**src/logic/acsl_pkg.sv**
```systemverilog
// shared constants and types of the converter control and status logic
package acsl_pkg;

  // ---------------------------------------------------------------
  // register map
  // ---------------------------------------------------------------
  localparam int          APB_AW    = 12;
  localparam int          APB_DW    = 32;
  localparam int          CSR_W     = 8;
  localparam logic [11:0] CSR_ADDR  = 12'h000;
  localparam logic [11:0] STAT_ADDR = 12'h004;

  // ---------------------------------------------------------------
  // field positions and reset values
  // ---------------------------------------------------------------
  localparam int FLAG_BIT       = 7;
  localparam int IE_BIT         = 6;
  localparam int START_BIT      = 5;
  localparam int SCAN_BIT       = 4;
  localparam int TSEL_BIT       = 3;
  localparam int CHAN_LSB       = 0;
  localparam int CHAN_W         = 3;
  localparam int STAT_BUSY_BIT  = 0;
  localparam int STAT_CHAN_LSB  = 1;
  localparam int STAT_STATE_LSB = 4;

  localparam logic [CSR_W-1:0]  CSR_RESET   = 8'h00;
  localparam logic [APB_DW-1:0] RDATA_RESET = 32'h0000_0000;

  // ---------------------------------------------------------------
  // conversion timing
  // ---------------------------------------------------------------
  localparam int STATES_SLOW      = 266;
  localparam int STATES_FAST      = 134;
  localparam int CYCLES_PER_STATE = 1;
  // start and end cycles of the sequencer are part of each conversion
  localparam int CONV_OVERHEAD    = 2;
  localparam int CONV_CYCLES_SLOW = STATES_SLOW * CYCLES_PER_STATE;
  localparam int CONV_CYCLES_FAST = STATES_FAST * CYCLES_PER_STATE;
  localparam int TMR_W            = 9;
  localparam logic [TMR_W-1:0] LOAD_SLOW = TMR_W'(CONV_CYCLES_SLOW - CONV_OVERHEAD - 1);
  localparam logic [TMR_W-1:0] LOAD_FAST = TMR_W'(CONV_CYCLES_FAST - CONV_OVERHEAD - 1);
  localparam logic [TMR_W-1:0] TMR_ZERO  = 9'h000;

  // ---------------------------------------------------------------
  // types
  // ---------------------------------------------------------------
  typedef logic [CHAN_W-1:0] acsl_chan_t;

  typedef enum logic [1:0] {
    ST_IDLE    = 2'b00,
    ST_START   = 2'b01,
    ST_CONVERT = 2'b10,
    ST_END     = 2'b11
  } acsl_state_e;

  // commands to the analog conversion core
  typedef struct packed {
    logic       start;
    logic       finish;
    logic       fast;
    acsl_chan_t channel;
  } acsl_core_s;

  // result read notice from the transfer controller
  typedef struct packed {
    logic result_read;
    logic by_end_irq;
  } acsl_xfer_s;

  // power management requests
  typedef struct packed {
    logic standby;
    logic module_stop;
  } acsl_power_s;

  localparam acsl_core_s CORE_RESET = '{start: 1'b0, finish: 1'b0, fast: 1'b0,
                                        channel: 3'h0};

endpackage : acsl_pkg

```
**src/logic/acsl_conv_timer.sv**
```systemverilog
// conversion time counter, one for all channels, reloaded at the start of each conversion
`timescale 1ns/1ps
module acsl_conv_timer (
  // clock and reset
  input  wire logic pclk,
  input  wire logic presetn,
  input  wire logic clk_en,
  // control
  input  wire logic load,
  input  wire logic abort,
  input  wire logic fast,
  // status
  output logic      expired
);
  import acsl_pkg::*;

  logic [TMR_W-1:0] cnt_q;
  logic             run_q;

  // -------------------------------------------------------------
  // down counter
  // -------------------------------------------------------------
  always_ff @(posedge pclk or negedge presetn) begin
    if (!presetn) begin
      cnt_q <= TMR_ZERO;
      run_q <= 1'b0;
    end else if (clk_en) begin
      if (abort) begin
        run_q <= 1'b0;
        cnt_q <= TMR_ZERO;
      end else if (load) begin
        run_q <= 1'b1;
        cnt_q <= fast ? LOAD_FAST : LOAD_SLOW;
      end else if (run_q) begin
        if (cnt_q == TMR_ZERO) begin
          run_q <= 1'b0;
        end else begin
          cnt_q <= cnt_q - 9'h001;
        end
      end
    end
  end

  // last cycle of the conversion window
  assign expired = run_q && (cnt_q == TMR_ZERO);

endmodule : acsl_conv_timer

```
**src/logic/acsl_ctrl.sv**
```systemverilog
// converter control and status register with conversion sequencer
//
// Summary of operation
// - single mode sets end flag when the selected channel finishes converting.
// - scan mode sets end flag when the last channel of the group finishes.
// - end flag clears on zero write only after software read it as one.
// - transfer controller result read, started by end interrupt, clears end flag.
// - end interrupt is requested from the flag only while enable is one.
// - writing start one begins conversion; writing zero stops it at once.
// - single mode clears start bit by itself when its channel finishes.
// - scan repeats the group until software, reset, standby or stop clears start.
// - mode bit zero selects single conversion, one selects scan conversion.
// - time select zero gives 266 states per conversion, one gives 134.
// - writing one to the end flag has no effect.
`timescale 1ns/1ps
module acsl_ctrl (
  // clock and reset
  input  wire logic                     pclk,
  input  wire logic                     presetn,
  input  wire logic                     clk_en,
  // apb slave
  input  wire logic                     psel,
  input  wire logic                     penable,
  input  wire logic                     pwrite,
  input  wire logic [acsl_pkg::APB_AW-1:0] paddr,
  input  wire logic [acsl_pkg::APB_DW-1:0] pwdata,
  output logic                          pready,
  output logic [acsl_pkg::APB_DW-1:0]   prdata,
  output logic                          pslverr,
  // transfer controller and power management
  input  wire acsl_pkg::acsl_xfer_s     xfer,
  input  wire acsl_pkg::acsl_power_s    power,
  // analog conversion core
  output acsl_pkg::acsl_core_s          core,
  // interrupt request
  output logic                          conversion_end_interrupt
);
  import acsl_pkg::*;

  // ---------------------------------------------------------------
  // declarations
  // ---------------------------------------------------------------
  logic                 conversion_end_flag_q;
  logic                 end_interrupt_enable_q;
  logic                 conversion_start_q;
  logic                 scan_mode_q;
  logic                 conversion_time_select_q;
  acsl_chan_t           chan_sel_q;
  logic                 flag_armed_q;
  logic                 sampled_q;
  logic [APB_DW-1:0]    prdata_q;
  logic                 pslverr_q;
  acsl_state_e          state_q;
  acsl_state_e          state_d;
  acsl_chan_t           chan_q;
  acsl_chan_t           chan_d;
  acsl_core_s           core_q;
  logic [CSR_W-1:0]     csr_value;
  logic [APB_DW-1:0]    rd_mux;
  logic                 rd_err;
  logic                 access_done;
  logic                 csr_hit;
  logic                 csr_write;
  logic                 csr_read;
  logic                 power_stop;
  logic                 sw_stop;
  logic                 timer_load;
  logic                 timer_abort;
  logic                 timer_expired;
  logic                 conv_end;
  logic                 last_chan;
  logic                 flag_set;
  logic                 flag_clear;
  acsl_chan_t           first_chan;

  // ---------------------------------------------------------------
  // apb access decode
  // ---------------------------------------------------------------
  assign pready      = clk_en && sampled_q;
  assign access_done = psel && penable && pready;
  assign csr_hit     = (paddr == CSR_ADDR);
  assign csr_write   = access_done && pwrite && csr_hit;
  assign csr_read    = access_done && !pwrite && csr_hit;
  assign prdata      = prdata_q;
  assign pslverr     = pslverr_q;

  // setup phase seen on an enabled edge; access completes one cycle later
  always_ff @(posedge pclk or negedge presetn) begin
    if (!presetn) begin
      sampled_q <= 1'b0;
    end else if (clk_en) begin
      sampled_q <= psel && !access_done;
    end
  end

  // ---------------------------------------------------------------
  // read data mux
  // ---------------------------------------------------------------
  always_comb begin
    csr_value                 = CSR_RESET;
    csr_value[FLAG_BIT]       = conversion_end_flag_q;
    csr_value[IE_BIT]         = end_interrupt_enable_q;
    csr_value[START_BIT]      = conversion_start_q;
    csr_value[SCAN_BIT]       = scan_mode_q;
    csr_value[TSEL_BIT]       = conversion_time_select_q;
    csr_value[CHAN_LSB +: CHAN_W] = chan_sel_q;
  end

  always_comb begin
    rd_mux = RDATA_RESET;
    rd_err = 1'b0;
    if (paddr == CSR_ADDR) begin
      rd_mux[CSR_W-1:0] = csr_value;
    end else if (paddr == STAT_ADDR) begin
      rd_mux[STAT_BUSY_BIT]             = (state_q != ST_IDLE);
      rd_mux[STAT_CHAN_LSB +: CHAN_W]   = chan_q;
      rd_mux[STAT_STATE_LSB +: 2]       = state_q;
    end else begin
      rd_err = 1'b1;
    end
  end

  // data and error are registered while the transfer is selected
  always_ff @(posedge pclk or negedge presetn) begin
    if (!presetn) begin
      prdata_q  <= RDATA_RESET;
      pslverr_q <= 1'b0;
    end else if (clk_en) begin
      if (psel && !access_done) begin
        prdata_q  <= pwrite ? RDATA_RESET : rd_mux;
        pslverr_q <= rd_err;
      end else if (access_done) begin
        pslverr_q <= 1'b0;
      end
    end
  end

  // ---------------------------------------------------------------
  // control bits
  // ---------------------------------------------------------------
  // mode and time select are taken as written; software keeps them
  // steady while start is one, the sequencer relies on it
  always_ff @(posedge pclk or negedge presetn) begin
    if (!presetn) begin
      end_interrupt_enable_q   <= 1'b0;
      scan_mode_q              <= 1'b0;
      conversion_time_select_q <= 1'b0;
      chan_sel_q               <= 3'h0;
    end else if (clk_en) begin
      if (csr_write) begin
        end_interrupt_enable_q   <= pwdata[IE_BIT];
        scan_mode_q              <= pwdata[SCAN_BIT];
        conversion_time_select_q <= pwdata[TSEL_BIT];
        chan_sel_q               <= pwdata[CHAN_LSB +: CHAN_W];
      end
    end
  end

  // ---------------------------------------------------------------
  // start bit
  // ---------------------------------------------------------------
  assign power_stop = power.standby || power.module_stop;

  always_ff @(posedge pclk or negedge presetn) begin
    if (!presetn) begin
      conversion_start_q <= 1'b0;
    end else if (clk_en) begin
      if (power_stop) begin
        conversion_start_q <= 1'b0;
      end else if (csr_write) begin
        conversion_start_q <= pwdata[START_BIT];
      end else if (conv_end && !scan_mode_q) begin
        conversion_start_q <= 1'b0;
      end
    end
  end

  // ---------------------------------------------------------------
  // end flag
  // ---------------------------------------------------------------
  assign last_chan  = (chan_q == chan_sel_q);
  assign flag_set   = conv_end && (!scan_mode_q || last_chan);
  // a zero write clears only after a read showed one; a transfer read by end interrupt also clears
  assign flag_clear = (csr_write && !pwdata[FLAG_BIT] && flag_armed_q)
                   || (xfer.result_read && xfer.by_end_irq);

  always_ff @(posedge pclk or negedge presetn) begin
    if (!presetn) begin
      conversion_end_flag_q <= 1'b0;
    end else if (clk_en) begin
      if (flag_set) begin
        conversion_end_flag_q <= 1'b1;
      end else if (flag_clear) begin
        conversion_end_flag_q <= 1'b0;
      end
    end
  end

  // remembers that software has seen the flag at one
  always_ff @(posedge pclk or negedge presetn) begin
    if (!presetn) begin
      flag_armed_q <= 1'b0;
    end else if (clk_en) begin
      if (csr_read) begin
        flag_armed_q <= prdata_q[FLAG_BIT];
      end else if (csr_write || !conversion_end_flag_q) begin
        flag_armed_q <= 1'b0;
      end
    end
  end

  assign conversion_end_interrupt = conversion_end_flag_q && end_interrupt_enable_q;

  // ---------------------------------------------------------------
  // conversion sequencer
  // ---------------------------------------------------------------
  // scan group runs from the first channel of its half up to the selection
  assign first_chan = scan_mode_q ? {chan_sel_q[CHAN_W-1], 2'b00} : chan_sel_q;
  assign sw_stop    = !conversion_start_q;
  assign conv_end   = (state_q == ST_END) && !sw_stop;

  always_comb begin
    state_d = state_q;
    chan_d  = chan_q;
    case (state_q)
      ST_IDLE: begin
        if (conversion_start_q) begin
          state_d = ST_START;
          chan_d  = first_chan;
        end
      end
      ST_START: begin
        state_d = ST_CONVERT;
      end
      ST_CONVERT: begin
        if (timer_expired) begin
          state_d = ST_END;
        end
      end
      ST_END: begin
        if (!scan_mode_q) begin
          state_d = ST_IDLE;
        end else if (last_chan) begin
          state_d = ST_START;
          chan_d  = first_chan;
        end else begin
          state_d = ST_START;
          chan_d  = chan_q + 3'h1;
        end
      end
      default: begin
        state_d = ST_IDLE;
      end
    endcase
    if (sw_stop) begin
      state_d = ST_IDLE;
    end
  end

  always_ff @(posedge pclk or negedge presetn) begin
    if (!presetn) begin
      state_q <= ST_IDLE;
      chan_q  <= 3'h0;
    end else if (clk_en) begin
      state_q <= state_d;
      chan_q  <= chan_d;
    end
  end

  // ---------------------------------------------------------------
  // conversion core commands
  // ---------------------------------------------------------------
  always_ff @(posedge pclk or negedge presetn) begin
    if (!presetn) begin
      core_q <= CORE_RESET;
    end else if (clk_en) begin
      core_q.start   <= (state_d == ST_START);
      core_q.finish  <= (state_d == ST_END);
      core_q.fast    <= conversion_time_select_q;
      core_q.channel <= chan_d;
    end
  end

  assign core = core_q;

  // ---------------------------------------------------------------
  // conversion time
  // ---------------------------------------------------------------
  assign timer_load  = (state_q == ST_START) && !sw_stop;
  assign timer_abort = sw_stop;

  acsl_conv_timer u_timer (
    .pclk    (pclk),
    .presetn (presetn),
    .clk_en  (clk_en),
    .load    (timer_load),
    .abort   (timer_abort),
    .fast    (conversion_time_select_q),
    .expired (timer_expired)
  );

endmodule : acsl_ctrl

```
**config.mk**
```make
export PLATFORM = sky130hd
export DESIGN_NAME = acsl_ctrl
export DESIGN_NICKNAME = d
export VERILOG_FILES = /design/src/logic/acsl_pkg.sv /design/src/logic/acsl_conv_timer.sv /design/src/logic/acsl_ctrl.sv
export SDC_FILE = /design/constraint.sdc
export NUM_CORES = 1
export LEC_CHECK = 0
export ABC_AREA = 1
export BUFFER_PORTS_ARGS = -buffer_cell sky130_fd_sc_hd__clkbuf_2
export CAP_MARGIN = 5
export CORE_ASPECT_RATIO = 0.6
export CORE_MARGIN = 4
export CORE_UTILIZATION = 50
export CTS_BUF_LIST = sky130_fd_sc_hd__clkbuf_8
export DETAILED_ROUTE_END_ITERATION = 10
export GPL_ROUTABILITY_DRIVEN = 0
export GPL_TIMING_DRIVEN = 0
export PLACE_DENSITY_LB_ADDON = 0.3
export SYNTH_ARGS = -nofsm -noshare
export SYNTH_HDL_FRONTEND = slang
export SYNTH_SLANG_ARGS = --single-unit
```
**constraint.sdc**
```tcl
create_clock -name pclk -period 1.6 [get_ports pclk]
set_clock_uncertainty 0.05 [all_clocks]
set_input_delay 0.08 -clock pclk [delete_from_list [all_inputs] [get_ports pclk]]
set_output_delay 0.08 -clock pclk [all_outputs]
set_load 0.01 [all_outputs]
```
==> qor.yml <==
worst_hold_path:
  min_path_type: "primary input to flop"
critical_path:
  required_ns: 1.73
  critPathMaxFanout: 7
  crit_type: "flop to flop"
  path_buf_inv: 2
  cp_cell_sequence: "inv_2 -> ha_4 -> nor2_2 -> nor2_1 -> inv_1 -> o21ai_4 -> o21ai_1 -> o21ai_0"
  crit_slowest_cell: "dfrtp_1"
  end_kind: "flop"
  worstPathArrival_ns: 1.68
  cp_top_family: "flip-flops"
  max_stage_delay_ns: 0.40
  cp-start-kind: "flop"
floorplanning:
  fp.dieW_um: 95.53
  io_pins: 95
  dieArea_mm2: 0.005781
  core_area_mm2: 0.004257
  std_cell_rows: 18
  die-height_um: 60.52
  start_util: 0.5400
pwr:
  switchingPower_mw: 0.5233
  ir_worst_vdd_v: 0.0004740
  seqPwrFrac: 0.492
  p_int_mw: 1.469
  p_leak_nw: 1.669
  clockPowerShare: 0.372
  comb_power_share: 0.136
  swShare: 0.2626
  power.density_mw_per_mm2: 671.1
  power_mw: 1.993
drt:
  avgViaCountPerCell: 4.833
  wire_per_inst_um: 12.86
  wl_um: 5697
  vias: 2141
  drc_errors: 0
  dr.pass1.iters: 5
  drt_iter0_markers: 229
  detail-route-antenna-nets: 0
clock_network:
  clk_latency_ns: 0.30
  root_buffer: "clkbuf_8"
  h-tree-depth: 2
  cts_tree: "yes"
  cts_buffer_depth: 2
  clk_pin_slew_worst_paths_ns: 0.08
  cts-buffers-inserted: 5
  clock-sinks: 37
timing:
  fmax_ghz: 0.6436
  slew_violations: 0
  maxSlewHeadroom: 0.3797
  fin_crit_ns: 1.554
  tightest_slew_ns: 0.9304
  period_share: 0.9711
  setup_viol: 0
  hold_violations: 0
  setup_slack_ns: 0.04623
logic_synthesis:
  synthFlopType: "dfrtp_1"
  ys_seq_elements: 37
  synthArstFlopShare: 1.000
  synth_edf_count: 0
  syn_inst: 294
  yosysWarnings: 0
  synth_top_area_share: 0.4028
  seq_area_frac_synth: 0.4028
  synth_area_leaders: "dfrtp_1 40%, nand2_1 13%, buf_4 8.2%, inv_1 5.4%, o21ai_0 4.4%"
  syn_avg_cell_area_um2: 7.818
  synth_top_cell_by_area: "dfrtp_1"
  syn_area_mm2: 0.002298
  synth_common_cells: "77 x nand2_1, 37 x dfrtp_1, 33 x inv_1"
  synth.distinct_cells: 36
  synth.most_common_cell: "nand2_1"
global_routing:
  grt_usage: 0.1972
  grt_antenna_before_repair: 0
  grt_max_degree: 38
  grt_first_pass_wirelength_um: 8645
  grt_pass1_vias: 1791
  overflow: 0
placed_design:
  dp.cells: 422
  preCtsSetupSlack_ns: -0.09287
  portBuffers: 45
  dp.final_hpwl_um: 4179
run:
  max_cap_violations: 0
layout:
  final_cells: 443
  fill_cells: 359
  fin_util: 0.6975
  drive_above_1_share: 0.2872
  nNetsFinal: 443
  syn_to_final_growth_pct: 29.18
  antenna-diode-count: 0
status:
  status: "finished clean"
## area by class of cell
type,count,area (um2),share of cell area
Tap cell,60,75.07,0.02528
Multi-Input combinational cell,217,1179,0.3970
Inverter,37,142.6,0.04804
Timing Repair Buffer,57,335.3,0.1129
Clock buffer,7,96.34,0.03245
Buffer,27,210.2,0.07080
Clock inverter,1,5.005,0.001686
Sequential cell,37,925.9,0.3118
## sequential cells by signal, summed over array words and instances (netlist names), 2 cells and up
name           flops
u_timer.cnt_q      9
core               6
prdata             8
chan_sel_q         3
state_q            2
## worst min-delay path, cell delays in order
cell and delay, ns:
clkbuf_2 0.07, nor2_1 0.03, o21ai_0 0.06, a21oi_1 0.06
## final timing paths
check / startpoint / endpoint / slack [ns] / cells after the start
max: state_q[1]$_DFFE_PN0P_ / u_timer.cnt_q[8]$_DFFE_PN0P_ / 0.05 / 8
min: power[1] / conversion_start_q$_DFFE_PN0P_ / 0.001 / 4
max reg2reg: state_q[1]$_DFFE_PN0P_ / u_timer.cnt_q[8]$_DFFE_PN0P_ / 0.05 / 8
min reg2reg: pslverr$_DFFE_PN0P_ / pslverr$_DFFE_PN0P_ / 0.43 / 2
max in group asynchronous: presetn / core[5]$_DFFE_PN0P_ / 0.52 / 2
min in group asynchronous: presetn / u_timer.cnt_q[6]$_DFFE_PN0P_ / 0.40 / 2
## what timing repair did
| item | 4_1_cts | 5_1_grt |
|---|---|---|
| resized for setup | 4 | 11 |
| endpoints found under the hold margin | 44 | 0 |
| setup buffers | 0 | 4 |
| hold buffers | 8 | 0 |
| pin swaps | 1 | 2 |
| cloned | 1 | 0 |
| endpoints found under the setup margin | 10 | 16 |
## metrics by stage
step / area (um2) / hold WS, ns / TNS, ns
6_report: 2969 / 0.001252 / 0
5_1_grt: 2969 / 0.02807 / -0.06224
4_1_cts: 2898 / 0.002320 / -0.02796
3_5_place_dp: 2685 / 0.2187 / -0.4722
3_3_place_gp: 2685 / 0.2109 / -0.2852
2_1_floorplan: 2385 / -0.2656 / 0
## cell usage in the layout, fill, tap and decap left out, types with 2 or more instances in the layout
master,n
nand2_4,4
o21bai_1,2
nor2_1,20
ha_4,2
conb_1,24
o21ai_2,3
clkinv_2,2
nand4_1,2
dlygate4sd3_1,8
clkbuf_2,45
buf_4,29
nand2_1,76
o22ai_1,4
o31ai_1,2
buf_6,2
inv_1,30
xnor2_1,3
o21ai_0,20
nor3_1,4
o211ai_1,2
a31oi_1,3
a21oi_4,2
nor2_2,2
nand3_1,15
xor2_1,4
nor2_4,3
inv_2,4
dfrtp_1,37
o21ai_1,4
a21oi_1,4
clkbuf_8,7
ha_1,5
## routing by layer
| metal | track usage | up-vias | part of all wire |
|---|---|---|---|
| li1 | - | 1074 | - |
| met1 | 0.3096 | 970 | 0.49 |
| met2 | 0.2609 | 90 | 0.41 |
| met3 | 0.05700 | 7 | 0.089 |
| met4 | 0.05263 | 0 | 0.0081 |
| met5 | 0 | - | 0 |
## power by group through the flow
| stage | Combinational (mW) | Clock (mW) | Sequential, mW |
|---|---|---|---|
| floorplan | 0.150 | 0 | 1.00 |
| global placement | 0.248 | 0 | 0.998 |
| detailed placement | 0.250 | 0 | 0.999 |
| CTS | 0.269 | 0.744 | 0.981 |
| global route | 0.304 | 0.783 | 0.984 |
| finish | 0.271 | 0.741 | 0.980 |
## logic make-up after synthesis
| logic type | Yosys count | share of synthesized area |
|---|---|---|
| AND/OR/NAND/NOR | 128 | 0.2428 |
| XOR/XNOR | 7 | 0.02667 |
| buffers and inverters | 64 | 0.1535 |
| adder cells (fa/ha/maj) | 7 | 0.03810 |
| other | 1 | 0.001632 |
| AO/OA/AOI/OAI | 50 | 0.1345 |
| flip-flops | 37 | 0.4028 |
Note: power is estimated with default switching activity, not from simulation.
